**src/inc/ext_cfg_pkg.sv**
```systemverilog
package ext_cfg_pkg;
	localparam int          CLKS_PER_STATE   = 2;
	localparam logic [23:0] CFG1_ADDR        = 24'hFFFFF9;
	localparam logic [23:0] ALIAS_CODE_BASE  = 24'hFF4000;
	localparam logic [7:0]  ALIAS_DATA_REG   = 8'h00;
	localparam logic [1:0]  ALIAS_DATA_TOP   = 2'h3;
	localparam logic [7:0]  CFG1_RESET       = 8'hFF;
	localparam logic [9:0]  SIZE_SMALL_KB    = 10'h010;
	localparam logic [9:0]  SIZE_LARGE_KB    = 10'h020;
	localparam logic [9:0]  EXT_256_KB       = 10'h100;
	localparam logic [9:0]  EXT_128_KB       = 10'h080;
	localparam logic [9:0]  EXT_64_KB        = 10'h040;
	localparam logic [2:0]  FRAME_SHORT      = 3'h2;
	localparam logic [2:0]  FRAME_LONG       = 3'h4;
	localparam logic [2:0]  WAIT_MAX         = 3'h4;
	localparam logic [2:0]  NONPAGE_BASE     = 3'h2;
	localparam logic [6:0]  REGION_LO_MASK   = 7'h00;
	localparam logic [6:0]  REGION_HI_MASK   = 7'h7F;

	// second configuration byte, msb first
	typedef struct packed {
		logic code_size_sel;
		logic rsvd6;
		logic rsvd5;
		logic irq_frame_size;
		logic wait_b_compat;
		logic wait_b_count_hi_n;
		logic wait_b_count_lo_n;
		logic code_to_data_alias_n;
	} config_byte_second_type;

	typedef enum logic [1:0] {
		ROLE_IO,
		ROLE_ADDR,
		ROLE_READ_STROBE
	} pin_role_type;

	typedef struct packed {
		logic [9:0]   code_kb;
		logic [2:0]   frame_bytes;
		logic [1:0]   wait_b;
		logic         alias_on;
		pin_role_type port1_bit7_role;
		pin_role_type port3_bit7_role;
		logic [9:0]   ext_kb;
	} decoded_type;

	typedef enum logic [1:0] {
		STK_PC_LOW,
		STK_PC_MID,
		STK_PC_HIGH,
		STK_STATUS
	} stack_byte_type;
endpackage

```
**src/logic/external_bus_config_decode.sv**
```systemverilog
`timescale 1ns/1ns
module external_bus_config_decode
	import ext_cfg_pkg::*;
#(
	parameter bit PROGRAMMABLE = 1'b1,
	parameter int QUEUE_DEPTH  = 4
) (
	input  wire logic                   clk_i,
	input  wire logic                   reset_i,
	input  wire logic                   external_access_n_i,
	input  wire logic [7:0]             onchip_config_i,
	input  wire logic [7:0]             ext_data_i,
	input  wire logic                   ext_data_valid_i,
	input  wire logic [1:0]             strobe_map_i,
	input  wire logic [23:0]            data_addr_i,
	input  wire logic [23:0]            ext_addr_i,
	input  wire logic                   irq_entry_i,
	input  wire logic                   return_from_irq_i,
	input  wire logic                   page_mode_i,
	input  wire logic                   fetch_onchip_i,
	input  wire logic [2:0]             ext_wait_i,
	input  wire logic [2:0]             instr_size_i,
	input  wire logic [5:0]             exec_states_i,
	input  wire logic                   instr_take_i,
	input  wire logic                   bus_busy_i,
	output logic                        ext_fetch_req_o,
	output logic [23:0]                 ext_fetch_addr_o,
	output logic                        config_ready_o,
	output config_byte_second_type      config_byte_second_o,
	output decoded_type                 decoded_o,
	output logic                        state_tick_o,
	output logic                        stack_push_o,
	output logic                        stack_pop_o,
	output stack_byte_type              stack_byte_o,
	output logic                        alias_hit_o,
	output logic [23:0]                 alias_code_addr_o,
	output logic                        port1_bit7_addr_o,
	output logic                        port3_bit7_addr_o,
	output logic                        port3_read_sel_o,
	output logic                        program_read_sel_o,
	output logic [5:0]                  bound_states_o,
	output logic [3:0]                  queue_level_o,
	output logic                        fetch_stall_o
);
	typedef enum logic [2:0] {
		LD_START,
		LD_SETTLE,
		LD_REQ,
		LD_WAIT,
		LD_DONE
	} load_state_type;

	logic           ea_meta_reg;
	logic           ea_sync_reg;
	load_state_type load_reg;
	config_byte_second_type cfg_reg;
	logic           tick_phase_reg;
	logic [2:0]     stack_left_reg;
	logic           stack_pop_mode_reg;
	logic [5:0]     fetch_cnt_reg;
	logic [3:0]     level_reg;
	logic [5:0]     byte_cost;
	logic [5:0]     fetch_states;
	logic [2:0]     wait_clip;
	logic           state_edge;
	logic [2:0]     frame_now;

	// access pin is a board strap: two flops before the loader looks at it
	always_ff @(posedge clk_i or posedge reset_i) begin
		if (reset_i) begin
			ea_meta_reg <= 1'b1;
			ea_sync_reg <= 1'b1;
		end else begin
			ea_meta_reg <= external_access_n_i;
			ea_sync_reg <= ea_meta_reg;
		end
	end

	// loader: one pass after reset release; the strap is read three cycles in,
	// once both synchroniser flops hold the pin rather than their reset value
	always_ff @(posedge clk_i or posedge reset_i) begin
		if (reset_i) begin
			load_reg         <= LD_START;
			cfg_reg          <= CFG1_RESET;
			ext_fetch_req_o  <= 1'b0;
			ext_fetch_addr_o <= 24'h000000;
			config_ready_o   <= 1'b0;
		end else begin
			case (load_reg)
				LD_START: begin
					load_reg <= LD_SETTLE;
				end
				LD_SETTLE: begin
					load_reg <= LD_REQ;
				end
				LD_REQ: begin
					if (!ea_sync_reg) begin
						ext_fetch_req_o  <= 1'b1;
						ext_fetch_addr_o <= CFG1_ADDR;
						load_reg         <= LD_WAIT;
					end else begin
						cfg_reg        <= onchip_config_i;
						config_ready_o <= 1'b1;
						load_reg       <= LD_DONE;
					end
				end
				LD_WAIT: begin
					// request stays up until memory answers
					if (ext_data_valid_i) begin
						cfg_reg         <= ext_data_i;
						ext_fetch_req_o <= 1'b0;
						config_ready_o  <= 1'b1;
						load_reg        <= LD_DONE;
					end
				end
				LD_DONE: begin
					load_reg <= LD_DONE;
				end
				default: begin
					load_reg <= LD_START;
				end
			endcase
		end
	end

	assign config_byte_second_o = cfg_reg;

	// decode fields; reserved bits 6 and 5 are ignored whatever was written
	always_ff @(posedge clk_i or posedge reset_i) begin
		if (reset_i) begin
			decoded_o <= '0;
		end else begin
			if (PROGRAMMABLE) begin
				decoded_o.code_kb <= cfg_reg.code_size_sel ? SIZE_LARGE_KB : SIZE_SMALL_KB;
			end else begin
				decoded_o.code_kb <= SIZE_LARGE_KB;
			end
			decoded_o.frame_bytes <= cfg_reg.irq_frame_size ? FRAME_LONG : FRAME_SHORT;
			// legacy single bit not consulted: the two-bit field governs
			decoded_o.wait_b   <= ~{cfg_reg.wait_b_count_hi_n, cfg_reg.wait_b_count_lo_n};
			decoded_o.alias_on <= ~cfg_reg.code_to_data_alias_n;
			case (strobe_map_i)
				2'b00: begin
					decoded_o.port1_bit7_role <= ROLE_ADDR;
					decoded_o.port3_bit7_role <= ROLE_ADDR;
					decoded_o.ext_kb          <= EXT_256_KB;
				end
				2'b01: begin
					decoded_o.port1_bit7_role <= ROLE_IO;
					decoded_o.port3_bit7_role <= ROLE_ADDR;
					decoded_o.ext_kb          <= EXT_128_KB;
				end
				2'b10: begin
					decoded_o.port1_bit7_role <= ROLE_IO;
					decoded_o.port3_bit7_role <= ROLE_IO;
					decoded_o.ext_kb          <= EXT_64_KB;
				end
				default: begin
					decoded_o.port1_bit7_role <= ROLE_IO;
					decoded_o.port3_bit7_role <= ROLE_READ_STROBE;
					decoded_o.ext_kb          <= EXT_128_KB;
				end
			endcase
		end
	end

	// address pins and read strobe steering for the current external access
	always_ff @(posedge clk_i or posedge reset_i) begin
		if (reset_i) begin
			port1_bit7_addr_o  <= 1'b0;
			port3_bit7_addr_o  <= 1'b0;
			port3_read_sel_o   <= 1'b0;
			program_read_sel_o <= 1'b0;
		end else begin
			port1_bit7_addr_o <= (strobe_map_i == 2'b00) & ext_addr_i[17];
			port3_bit7_addr_o <= ~strobe_map_i[1] & ext_addr_i[16];
			if (strobe_map_i == 2'b11) begin
				// regions 00:/01: vs FE:/FF: decoded from bits 23:17; other regions select neither
				port3_read_sel_o   <= (ext_addr_i[23:17] == REGION_LO_MASK);
				program_read_sel_o <= (ext_addr_i[23:17] == REGION_HI_MASK);
			end else begin
				port3_read_sel_o   <= 1'b0;
				program_read_sel_o <= 1'b1;
			end
		end
	end

	// data space alias of the upper on-chip code window
	always_ff @(posedge clk_i or posedge reset_i) begin
		if (reset_i) begin
			alias_hit_o       <= 1'b0;
			alias_code_addr_o <= 24'h000000;
		end else begin
			alias_hit_o <= ~cfg_reg.code_to_data_alias_n & config_ready_o
				& (data_addr_i[23:16] == ALIAS_DATA_REG)
				& (data_addr_i[15:14] == ALIAS_DATA_TOP);
			alias_code_addr_o <= ALIAS_CODE_BASE | {10'h000, data_addr_i[13:0]};
		end
	end

	// execution state timebase: one state per two clocks
	assign state_edge = (tick_phase_reg == 1'(CLKS_PER_STATE - 1));

	always_ff @(posedge clk_i or posedge reset_i) begin
		if (reset_i) begin
			tick_phase_reg <= 1'b0;
			state_tick_o   <= 1'b0;
		end else begin
			tick_phase_reg <= ~tick_phase_reg;
			state_tick_o   <= state_edge;
		end
	end

	assign frame_now = cfg_reg.irq_frame_size ? FRAME_LONG : FRAME_SHORT;

	// stack frame sequencer: one byte per state; entry pushes, return pops
	// a new entry or return while a frame is moving is ignored
	always_ff @(posedge clk_i or posedge reset_i) begin
		if (reset_i) begin
			stack_left_reg     <= 3'h0;
			stack_pop_mode_reg <= 1'b0;
			stack_push_o       <= 1'b0;
			stack_pop_o        <= 1'b0;
			stack_byte_o       <= STK_PC_LOW;
		end else begin
			stack_push_o <= 1'b0;
			stack_pop_o  <= 1'b0;
			if (stack_left_reg == 3'h0) begin
				if (irq_entry_i) begin
					stack_left_reg     <= frame_now;
					stack_pop_mode_reg <= 1'b0;
				end else if (return_from_irq_i) begin
					stack_left_reg     <= frame_now;
					stack_pop_mode_reg <= 1'b1;
				end
			end else if (state_edge) begin
				stack_left_reg <= stack_left_reg - 3'h1;
				stack_push_o   <= ~stack_pop_mode_reg;
				stack_pop_o    <= stack_pop_mode_reg;
				if (stack_pop_mode_reg) begin
					// pops run in reverse of push order
					stack_byte_o <= stack_byte_type'(2'(stack_left_reg - 3'h1));
				end else begin
					stack_byte_o <= stack_byte_type'(2'(frame_now - stack_left_reg));
				end
			end
		end
	end

	// fetch cost per byte in states; beyond four waits is clipped
	assign wait_clip = (ext_wait_i > WAIT_MAX) ? WAIT_MAX : ext_wait_i;
	assign byte_cost = page_mode_i ? 6'h01 : 6'(NONPAGE_BASE + wait_clip);
	assign fetch_states = fetch_onchip_i ? 6'h00 : 6'(instr_size_i * byte_cost);

	// throughput bound for the instruction being issued
	always_ff @(posedge clk_i or posedge reset_i) begin
		if (reset_i) begin
			bound_states_o <= 6'h00;
		end else begin
			bound_states_o <= (exec_states_i > fetch_states) ? exec_states_i : fetch_states;
		end
	end

	// prefetch queue level: external bytes arrive one per byte_cost states
	// only when the bus is free; on-chip code keeps it topped up
	always_ff @(posedge clk_i or posedge reset_i) begin
		if (reset_i) begin
			fetch_cnt_reg <= 6'h00;
			level_reg     <= 4'h0;
			fetch_stall_o <= 1'b0;
		end else begin
			logic fill;
			logic take;
			fill = 1'b0;
			take = instr_take_i & ({1'b0, instr_size_i} <= level_reg);
			if (fetch_onchip_i) begin
				fetch_cnt_reg <= 6'h00;
				fill          = 1'b1;
			end else if (state_edge & ~bus_busy_i & (level_reg < 4'(QUEUE_DEPTH))) begin
				if (fetch_cnt_reg + 6'h01 >= byte_cost) begin
					fetch_cnt_reg <= 6'h00;
					fill          = 1'b1;
				end else begin
					fetch_cnt_reg <= fetch_cnt_reg + 6'h01;
				end
			end
			if (fetch_onchip_i) begin
				level_reg <= 4'(QUEUE_DEPTH);
			end else if (take) begin
				level_reg <= level_reg - {1'b0, instr_size_i} + {3'h0, fill};
			end else if (fill) begin
				level_reg <= level_reg + 4'h1;
			end
			fetch_stall_o <= instr_take_i & ~take;
		end
	end

	assign queue_level_o = level_reg;
endmodule

```
**config.mk**
```make
export PLATFORM = sky130hd
export DESIGN_NAME = external_bus_config_decode
export DESIGN_NICKNAME = d
export VERILOG_FILES = /design/src/inc/ext_cfg_pkg.sv /design/src/logic/external_bus_config_decode.sv
export SDC_FILE = /design/constraint.sdc
export NUM_CORES = 1
export LEC_CHECK = 0
export CAP_MARGIN = 30
export CORE_ASPECT_RATIO = 1.2
export CORE_UTILIZATION = 55
export DETAILED_ROUTE_END_ITERATION = 8
export DONT_BUFFER_PORTS = 1
export PLACE_DENSITY = 0.73
export SYNTH_ARGS = -nofsm -noshare
export SYNTH_HDL_FRONTEND = slang
export SYNTH_SLANG_ARGS = --single-unit
```
**constraint.sdc**
```tcl
create_clock -name clk_i -period 5.6 [get_ports clk_i]
set_input_delay 0.28 -clock clk_i [delete_from_list [all_inputs] [get_ports clk_i]]
set_output_delay 0.28 -clock clk_i [all_outputs]
set_load 0.02 [all_outputs]
```
==> results of run 1 <==
## power breakdown
part | internal, mW | switching (mW) | leakage [nW]
sequential | 0.684 | 0.230 | 0.891
clock | 0.206 | 0.198 | 0.0885
combinational | 0.203 | 0.276 | 1.08
total | 1.09 | 0.704 | 2.06
## how the worst max path moves through the flow
stage	from	end	slack [ns]	cells past startpoint
2_1_floorplan	ext_wait_i[1]	bound_states_o[0]	1.89	15
3_3_place_gp	ext_wait_i[1]	bound_states_o[0]	1.69	15
3_5_place_dp	ext_wait_i[1]	bound_states_o[0]	1.60	15
4_1_cts	ext_wait_i[1]	bound_states_o[0]	1.97	15
5_1_grt	ext_wait_i[1]	bound_states_o[0]	1.77	16
6_report	ext_wait_i[1]	bound_states_o[0]	1.97	16
## through the flow
step	power, mW	area (sq um)	instances	setup slack [ns]
4_1_cts	1.82	4270	467	1.97
3_3_place_gp	1.36	3830	428	1.69
3_5_place_dp	1.40	3860	430	1.60
6_report	1.80	4270	467	1.97
2_1_floorplan	1.32	4100	395	1.89
5_1_grt	1.92	4270	467	1.77
## worst max-delay path, cell delays in order
cell	delay (ns)
nor2b_1	0.15
ha_1	0.24
nor2b_1	0.12
inv_1	0.12
nor2_1	0.07
fa_1	0.50
ha_1	0.19
inv_1	0.06
fa_1	0.41
or2_2	0.30
ha_1	0.30
a21oi_1	0.07
nor2b_1	0.12
o21ai_0	0.13
a32oi_2	0.42
mux2_1	0.37
## repair_timing
item	in CTS	in global routing
endpoints found under the hold margin	41	0
hold buffers	21	0
endpoints found under the setup margin	0	0
## synthesized netlist by cell type, types with 5 or more instances
cell and count:
a21oi_1 10, and2_1 5, buf_4 51, dfrtp_1 65, dfstp_2 10, ha_1 29, inv_1 35, mux2i_1 14
nand2_1 22, nand2b_1 8, nand3_1 7, nor2_1 21, nor2b_1 7, o211ai_1 5, o21ai_0 16, xnor2_1 8
## cells by family after synthesis
group	Yosys count
other cells	2
compound gates	54
mux	16
xor+xnor	12
flops	75
simple gates	93
buf+inv	91
fa+ha+maj	33
## final cells by class
cell class,instances,area (sq um),share of cell area
inverters,35,131,0.0308
flip-flops and latches,75,1890,0.444
clock inverters,6,66.3,0.0155
multi-input cells,229,1680,0.393
well taps,87,109,0.0255
repair buffers,25,260,0.0610
clock buffers,10,128,0.0299
## per-layer routing
metal	track usage	wire length, um
met4	0.121	224
met1	0.207	2690
met3	0.0483	480
met2	0.355	3920
met5	0	0
## cells in the final DEF (no fill, tap or decap), types with 7 or more instances in the layout
master,instances
a21oi_1,10
clkbuf_8,9
conb_1,21
dfrtp_1,63
dfstp_2,10
dlygate4sd3_1,21
ha_1,29
inv_1,34
mux2i_1,14
nand2_1,22
nand2b_1,8
nand3_1,7
nor2_1,21
nor2b_1,7
o21ai_0,16
xnor2_1,8
==> flow_metrics.tcl, run 1 <==
set metrics [dict create \
    antenna_found_initial 0 \
    wl_per_cell_um 15.7 \
    synth_cell_types 53 \
    rows 33 \
    cp.required_ns 5.84 \
    synth-edff-count 0 \
    fin_skew_ns 0.00794 \
    period_needed_ns 3.63 \
    htreeDepth 3 \
    holdCritStartpoint "irq_entry_i" \
    hold_path_class "input port to flip-flop" \
    period_share 0.648 \
    setup_viol 0 \
    clk_latency_ns 0.35 \
    synth-xor-area-share 0.0261 \
    synth_fa_ha_area_frac 0.110 \
    synthesis.area_sq_um 4030 \
    slew_viol_final 0 \
    holdWs_ns 0.0169 \
    synthArstFlopShare 1.00 \
    status "complete, no violations" \
    finalHoldViolCount 0 \
    path_class "input port to flip-flop" \
    cts_resized 0 \
    grt_pass1_wl_mm 11.4 \
    post_cts_buffers 0 \
    ant_nets 0 \
    hpwl_mm 5.55 \
    yosysSeqAreaShare 0.469 \
    drc_errors 0 \
    r2r-end "queue_level_o[3]" \
    yosys.area_share.simple 0.126 \
    cts_made_buffers 9 \
    fmax_mhz 276 \
    ys_warn_count 0 \
    grt_usage 0.198 \
    cts.path.max_buffers 2 \
    tightest_slew_ns 0.845 \
    die_area_sq_um 7680 \
    place_congestion 0.736 \
    grt_pass1_vias 2472 \
    fillers 591 \
    gr-total-overflow 0 \
    vias 2501 \
    end_kind "flip-flop" \
    syn-instance-count 376 \
    final_util 0.612 \
    pin_count 197 \
    fp.coreArea_sq_um 6980 \
    slew_headroom 0.438 \
    synthTopCellsByArea "dfrtp_1 40%, buf_4 9.5%, ha_1 9.0%" \
    fin_nets 496 \
    yosysTopAreaCell "dfrtp_1" \
    antenna_cells 0 \
    top_register "alias_code_addr_o" \
    ir_drop_v 0.000257 \
    fp.dieH_um 95.8 \
    synth-compound-area-share 0.0949 \
    yosys_most_used_dff "dfrtp_1" \
    ff2ff_path_depth 16 \
    synth_top_area_share 0.403 \
    worst_hold_path.num_cells 1 \
    cts-root-buf "clkbuf_8" \
    syn_area_per_cell_sq_um 10.7 \
    fin_setup_tns_ns 0 \
    cellPowerDensity_nw_per_um2 421 \
    clk_pin_slew_ns 0.08 \
    start_kind "input port" \
    drt-total-wl_mm 7.32 \
    cap_violations 0 \
    hold_end "stack_pop_mode_reg" \
    port_buffers 0 \
    viasPerCell 5.36 \
    first_pass_iters 4 \
    worstReg2RegStart "fetch_cnt_reg[0]" \
    largest_reg_flops 15 \
    syn_to_final_growth_pct 5.83 \
    start_util 0.578 \
    cts.sinks 75 \
    die_w_um 80.2 \
    rsz0062_at_grt "no" \
    cts_tree "built" \
    drtIter0Drc 39 \
    arrival_ns 3.86 \
    synthMuxAreaShare 0.0403 \
    rrSetupSlack_ns 2.20 \
    leakage_nw 2.06 \
    grt_max_degree 56 \
    drive_gt1_frac 0.113 \
    cp_max_fo 6 \
    synth_top_family_by_area "buffers and inverters" \
    synth-seq-cells 75 \
]
No activity file was read; power rests on OpenSTA's default activity.
==> run 2: changes to the inputs <==
==> constraint.sdc (replaced) <==
create_clock -name clk_i -period 3.71 [get_ports clk_i]
set_input_delay 0.1855 -clock clk_i [delete_from_list [all_inputs] [get_ports clk_i]]
set_output_delay 0.1855 -clock clk_i [all_outputs]
set_load 0.02 [all_outputs]
==> run 2 against run 1 <==
  * Final cell count rose by 2.6%
  * Clock power rose by 54%
  * Clock-buffer cell count rose by 1
==> flow_metrics.tcl, run 2 (synthesis results as in run 1) <==
set metrics [dict create \
    wl_per_cell_um 15.3 \
    slew_headroom 0.438 \
    worst_slack_ns 0.301 \
    fin_nets 508 \
    final_common_cell "dfrtp_1" \
    leakage_nw 2.11 \
    fin_setup_tns_ns 0 \
    grt_pass1_vias 2483 \
    grt_max_degree 37 \
    ir_drop_v 0.000430 \
    drive_gt1_frac 0.112 \
    viasPerCell 5.32 \
    finalHoldViolCount 0 \
    fp.coreArea_sq_um 6980 \
    slew_viol_final 0 \
    cts-root-buf "clkbuf_8" \
    ant_nets 0 \
    dpl_worst_slack_ns 0.0776 \
    antenna_found_initial 0 \
    fillers 551 \
    cts_resized 0 \
    start_kind "flip-flop" \
    period_needed_ns 3.41 \
    path_class "flip-flop to flip-flop" \
    gr-total-overflow 0 \
    final_cell_mix "63 x dfrtp_1, 34 x inv_1, 32 x dlygate4sd3_1" \
    status "complete, no violations" \
    place_congestion 0.796 \
    top_register "alias_code_addr_o" \
    first_pass_iters 4 \
    arrival_ns 3.67 \
    cp_max_fo 7 \
    start_util 0.578 \
    period_share 0.919 \
    fmax_mhz 293 \
    place_area_sq_um 3860 \
    cp.required_ns 3.98 \
    rsz0062_at_grt "no" \
    port_buffers 0 \
    hpwl_mm 5.44 \
    drtIter0Drc 45 \
    end_kind "flip-flop" \
    grt_usage 0.202 \
    rows 33 \
    pin_count 197 \
    setup_viol 0 \
    fp.dieH_um 95.8 \
    fin_skew_ns 0.00324 \
    vias 2547 \
    htreeDepth 3 \
    grt_pass1_wl_mm 11.6 \
    antenna_cells 0 \
    cts.sinks 75 \
    die_w_um 80.2 \
    p_total_mw 2.72 \
    cts_tree "built" \
    drc_errors 0 \
    post_cts_buffers 0 \
    clk_latency_ns 0.34 \
    fin_area_sq_um 4390 \
    rrSetupSlack_ns 0.30 \
    cellPowerDensity_nw_per_um2 620 \
    cts_made_buffers 9 \
    largest_reg_flops 15 \
    die_area_sq_um 7680 \
    cts_hold_buf 32 \
    tightest_slew_ns 0.845 \
    syn_to_final_growth_pct 8.78 \
    cts.path.max_buffers 2 \
    cap_violations 0 \
    drt-total-wl_mm 7.32 \
    hold_path_class "input port to flip-flop" \
    clk_pin_slew_ns 0.08 \
]
-- run 2: per-layer routing --
metal	GRT usage	vias to the layer above	share of wire
met5	0	-	0
met4	0.0848	0	0.018
met3	0.0635	12	0.077
met2	0.369	96	0.55
met1	0.214	1230	0.36
li1	-	1209	-
-- run 2: path summary, 6_finish.rpt --
kind	endpoint	depth (start not counted)	startpoint
min reg2reg	ea_sync_reg	0	ea_meta_reg
min	program_read_sel_o	2	ext_addr_i[21]
max in group asynchronous	ea_meta_reg	4	reset_i
max reg2reg	queue_level_o[3]	16	fetch_cnt_reg[2]
min in group asynchronous	alias_code_addr_o[12]	2	reset_i
max	queue_level_o[3]	16	fetch_cnt_reg[2]
-- run 2: worst max-delay path, cell delays in order (launching register included) --
cell      delay [ns]
dfrtp_1         0.42
and3_4          0.24
xor2_1          0.22
ha_1            0.28
a211oi_1        0.23
o21a_1          0.21
o211a_4         0.22
nor2_1          0.08
inv_1           0.08
ha_1            0.13
inv_1           0.07
ha_1            0.29
a21o_1          0.15
a21oi_1         0.18
xnor2_1         0.09
or3_1           0.30
a21oi_1         0.14
-- run 2: layout make-up --
class	instances	area [sq um]	share of cell area
inverters	35	131	0.0299
multi-input cells	229	1680	0.383
clock buffers	11	141	0.0322
flip-flops and latches	75	1890	0.432
clock inverters	5	61.3	0.0140
well taps	87	109	0.0248
repair buffers	37	370	0.0844
-- run 2: power by group --
part           internal (mW)  leakage (nW)  switching, mW  total (mW)
Clock                  0.331        0.0922          0.292       0.623
Sequential              1.03         0.891          0.373        1.40
Combinational          0.310          1.12          0.382       0.692
-- run 2: metrics by stage --
step                hold WS [ns]  utilization  cells
global placement           0.190        0.550    429
global route             0.00677        0.629    479
floorplan                  0.190            -    395
CTS                      0.00217        0.629    479
finish                    0.0191        0.629    479
detailed placement        0.0741        0.554    431
==> run 3: changes to the inputs <==
--- a/config.mk
+++ b/config.mk
@@ -5,12 +5,12 @@
 export SDC_FILE = /design/constraint.sdc
 export NUM_CORES = 1
 export LEC_CHECK = 0
+export BUFFER_PORTS_ARGS = -buffer_cell sky130_fd_sc_hd__clkbuf_2
 export CAP_MARGIN = 30
 export CORE_ASPECT_RATIO = 1.2
-export CORE_UTILIZATION = 55
+export CORE_UTILIZATION = 47
 export DETAILED_ROUTE_END_ITERATION = 8
-export DONT_BUFFER_PORTS = 1
-export PLACE_DENSITY = 0.73
+export PLACE_DENSITY = 0.84
 export SYNTH_ARGS = -nofsm -noshare
 export SYNTH_HDL_FRONTEND = slang
 export SYNTH_SLANG_ARGS = --single-unit
==> run 3 against run 2 <==
  * Flip-flop and latch count is the same
  * Sequential power shrank 16%
  * Routed wire length grew 13%
  * Critical path type unchanged
  * Highest routed layer unchanged
  * Clock-buffer cell count grew 1
  * Register-to-register slack lost 0.03 ns
  * Via count grew 23%
  * Die area grew 17%
  * Critical path depth is the same
  * Utilization shrank 0.47 points
  * Clock power grew 13%
  * Critical endpoint unchanged
==> flow_metrics.tcl, run 3 (synthesis results as in run 1) <==
set metrics [dict create \
    status "complete, no violations" \
    drc_errors 0 \
    cellPowerDensity_nw_per_um2 585 \
    period_share 0.927 \
    place_congestion 0.862 \
    cap_violations 0 \
    drtIter0Drc 49 \
    cp_max_fo 7 \
    top_register "alias_code_addr_o" \
    fillers 687 \
    die_area_sq_um 8960 \
    path_class "flip-flop to flip-flop" \
    start_util 0.492 \
    rsz0062_at_grt "no" \
    finalHoldViolCount 0 \
    leakage_nw 2.74 \
    wl_per_cell_um 12.7 \
    end_kind "flip-flop" \
    start_kind "flip-flop" \
    ir_drop_v 0.000262 \
    cp.required_ns 3.98 \
    hpwl_mm 6.41 \
    grt_pass1_wl_mm 13.4 \
    die_w_um 86.6 \
    grt_usage 0.197 \
    dpl.cell_count 617 \
    fin_skew_ns 0.00797 \
    holdWs_ns 0.0249 \
    rows 36 \
    drt-total-wl_mm 8.26 \
    first_pass_iters 4 \
    hold_path_class "input port to flip-flop" \
    fmax_mhz 291 \
    largest_reg_flops 15 \
    htreeDepth 3 \
    cts.path.max_buffers 2 \
    gr-total-overflow 0 \
    clk_pin_slew_ns 0.08 \
    fin_nets 655 \
    final_cell_mix "160 x clkbuf_2, 65 x dfrtp_1, 34 x inv_1" \
    slew_viol_final 0 \
    fin_setup_tns_ns 0 \
    setup_viol 0 \
    cts-root-buf "clkbuf_8" \
    cts.sinks 75 \
    antenna_found_initial 0 \
    grt_pass1_vias 2978 \
    fp.dieH_um 103 \
    pin_count 197 \
    final_common_cell "clkbuf_2" \
    vias 3134 \
    drive_gt1_frac 0.373 \
    period_needed_ns 3.44 \
    viasPerCell 4.80 \
    stdcell_count 653 \
    fp.coreArea_sq_um 8200 \
    tightest_slew_ns 1.03 \
    cts_resized 0 \
    ant_nets 0 \
    port_buffers 160 \
    clk_latency_ns 0.35 \
    cts_made_buffers 9 \
    slew_headroom 0.307 \
    grt_max_degree 39 \
    syn_to_final_growth_pct 26.8 \
    antenna_cells 0 \
    arrival_ns 3.71 \
    cts_tree "built" \
]
[run 3: changes by cell type in the layout (fill, tap and decap cells not counted), sizes merged]
cell         change
clkbuf         +161
dlygate4sd3     -12
clkinvlp         -3
clkinv           +2
buf              -1
bufinv           +1
inv              -1
[run 3: worst max-delay path, stage by stage (launching register included)]
cell and delay, ns:
dfrtp_1 0.45, and3_4 0.25, xor2_1 0.21, ha_1 0.28, a211oi_1 0.20, o21a_1 0.21, o211a_4 0.21, nor2_1 0.08
inv_1 0.09, ha_1 0.14, inv_1 0.07, ha_1 0.30, a21o_1 0.16, a21oi_1 0.17, xnor2_1 0.09, or3_1 0.30
a21oi_1 0.14
[run 3: per-stage QoR]
stage	total power [mW]	area (sq um)	setup slack [ns]	utilization
after floorplan	2.00	4100	0.0959	-
after global placement	2.23	4670	0.112	0.569
after detailed placement	2.29	4690	-0.0473	0.572
after CTS	3.02	5100	0.276	0.623
after global routing	3.21	5110	0.0302	0.624
final	2.99	5110	0.270	0.624
[run 3: worst paths after layout]
path | slack, ns | end | from | cells after the start
setup / recovery | 0.27 | queue_level_o[3] | fetch_cnt_reg[0] | 16
hold / removal | 0.02 | port3_bit7_addr_o | strobe_map_i[1] | 2
setup reg to reg | 0.27 | queue_level_o[3] | fetch_cnt_reg[0] | 16
hold reg to reg | 0.36 | ea_sync_reg | ea_meta_reg | 0
max in group asynchronous | 2.74 | alias_code_addr_o[8] | reset_i | 4
min in group asynchronous | 0.33 | fetch_cnt_reg[1] | reset_i | 3
[run 3: repair_timing]
item / in CTS / in global routing
endpoints found under the hold margin: 26 / 1
buffers inserted: 0 / 0
hold buffers: 19 / 1
[run 3: per-layer routing]
metal / global-route usage / share of wire / vias to the layer above
li1: - / - / 1506
met1: 0.221 / 0.39 / 1482
met2: 0.350 / 0.53 / 120
met3: 0.0421 / 0.052 / 26
met4: 0.112 / 0.031 / 0
met5: 0 / 0 / -
[run 3: cell type report]
type                            count  area (sq um)  share of cell area
Sequential cell                    75          1890               0.369
Clock buffer                       12           155              0.0303
Timing Repair Buffer              184          1040               0.204
Inverter                           35           131              0.0257
Multi-Input combinational cell    229          1680               0.328
Tap cell                          114           143              0.0279
Clock inverter                      4          73.8              0.0144
[run 3: where the power goes]
group | switching (mW) | leakage [nW] | total (mW) | internal (mW)
sequential | 0.155 | 0.891 | 1.18 | 1.03
combinational | 0.666 | 1.73 | 1.10 | 0.434
clock | 0.291 | 0.117 | 0.707 | 0.416
total | 1.11 | 2.74 | 2.99 | 1.88
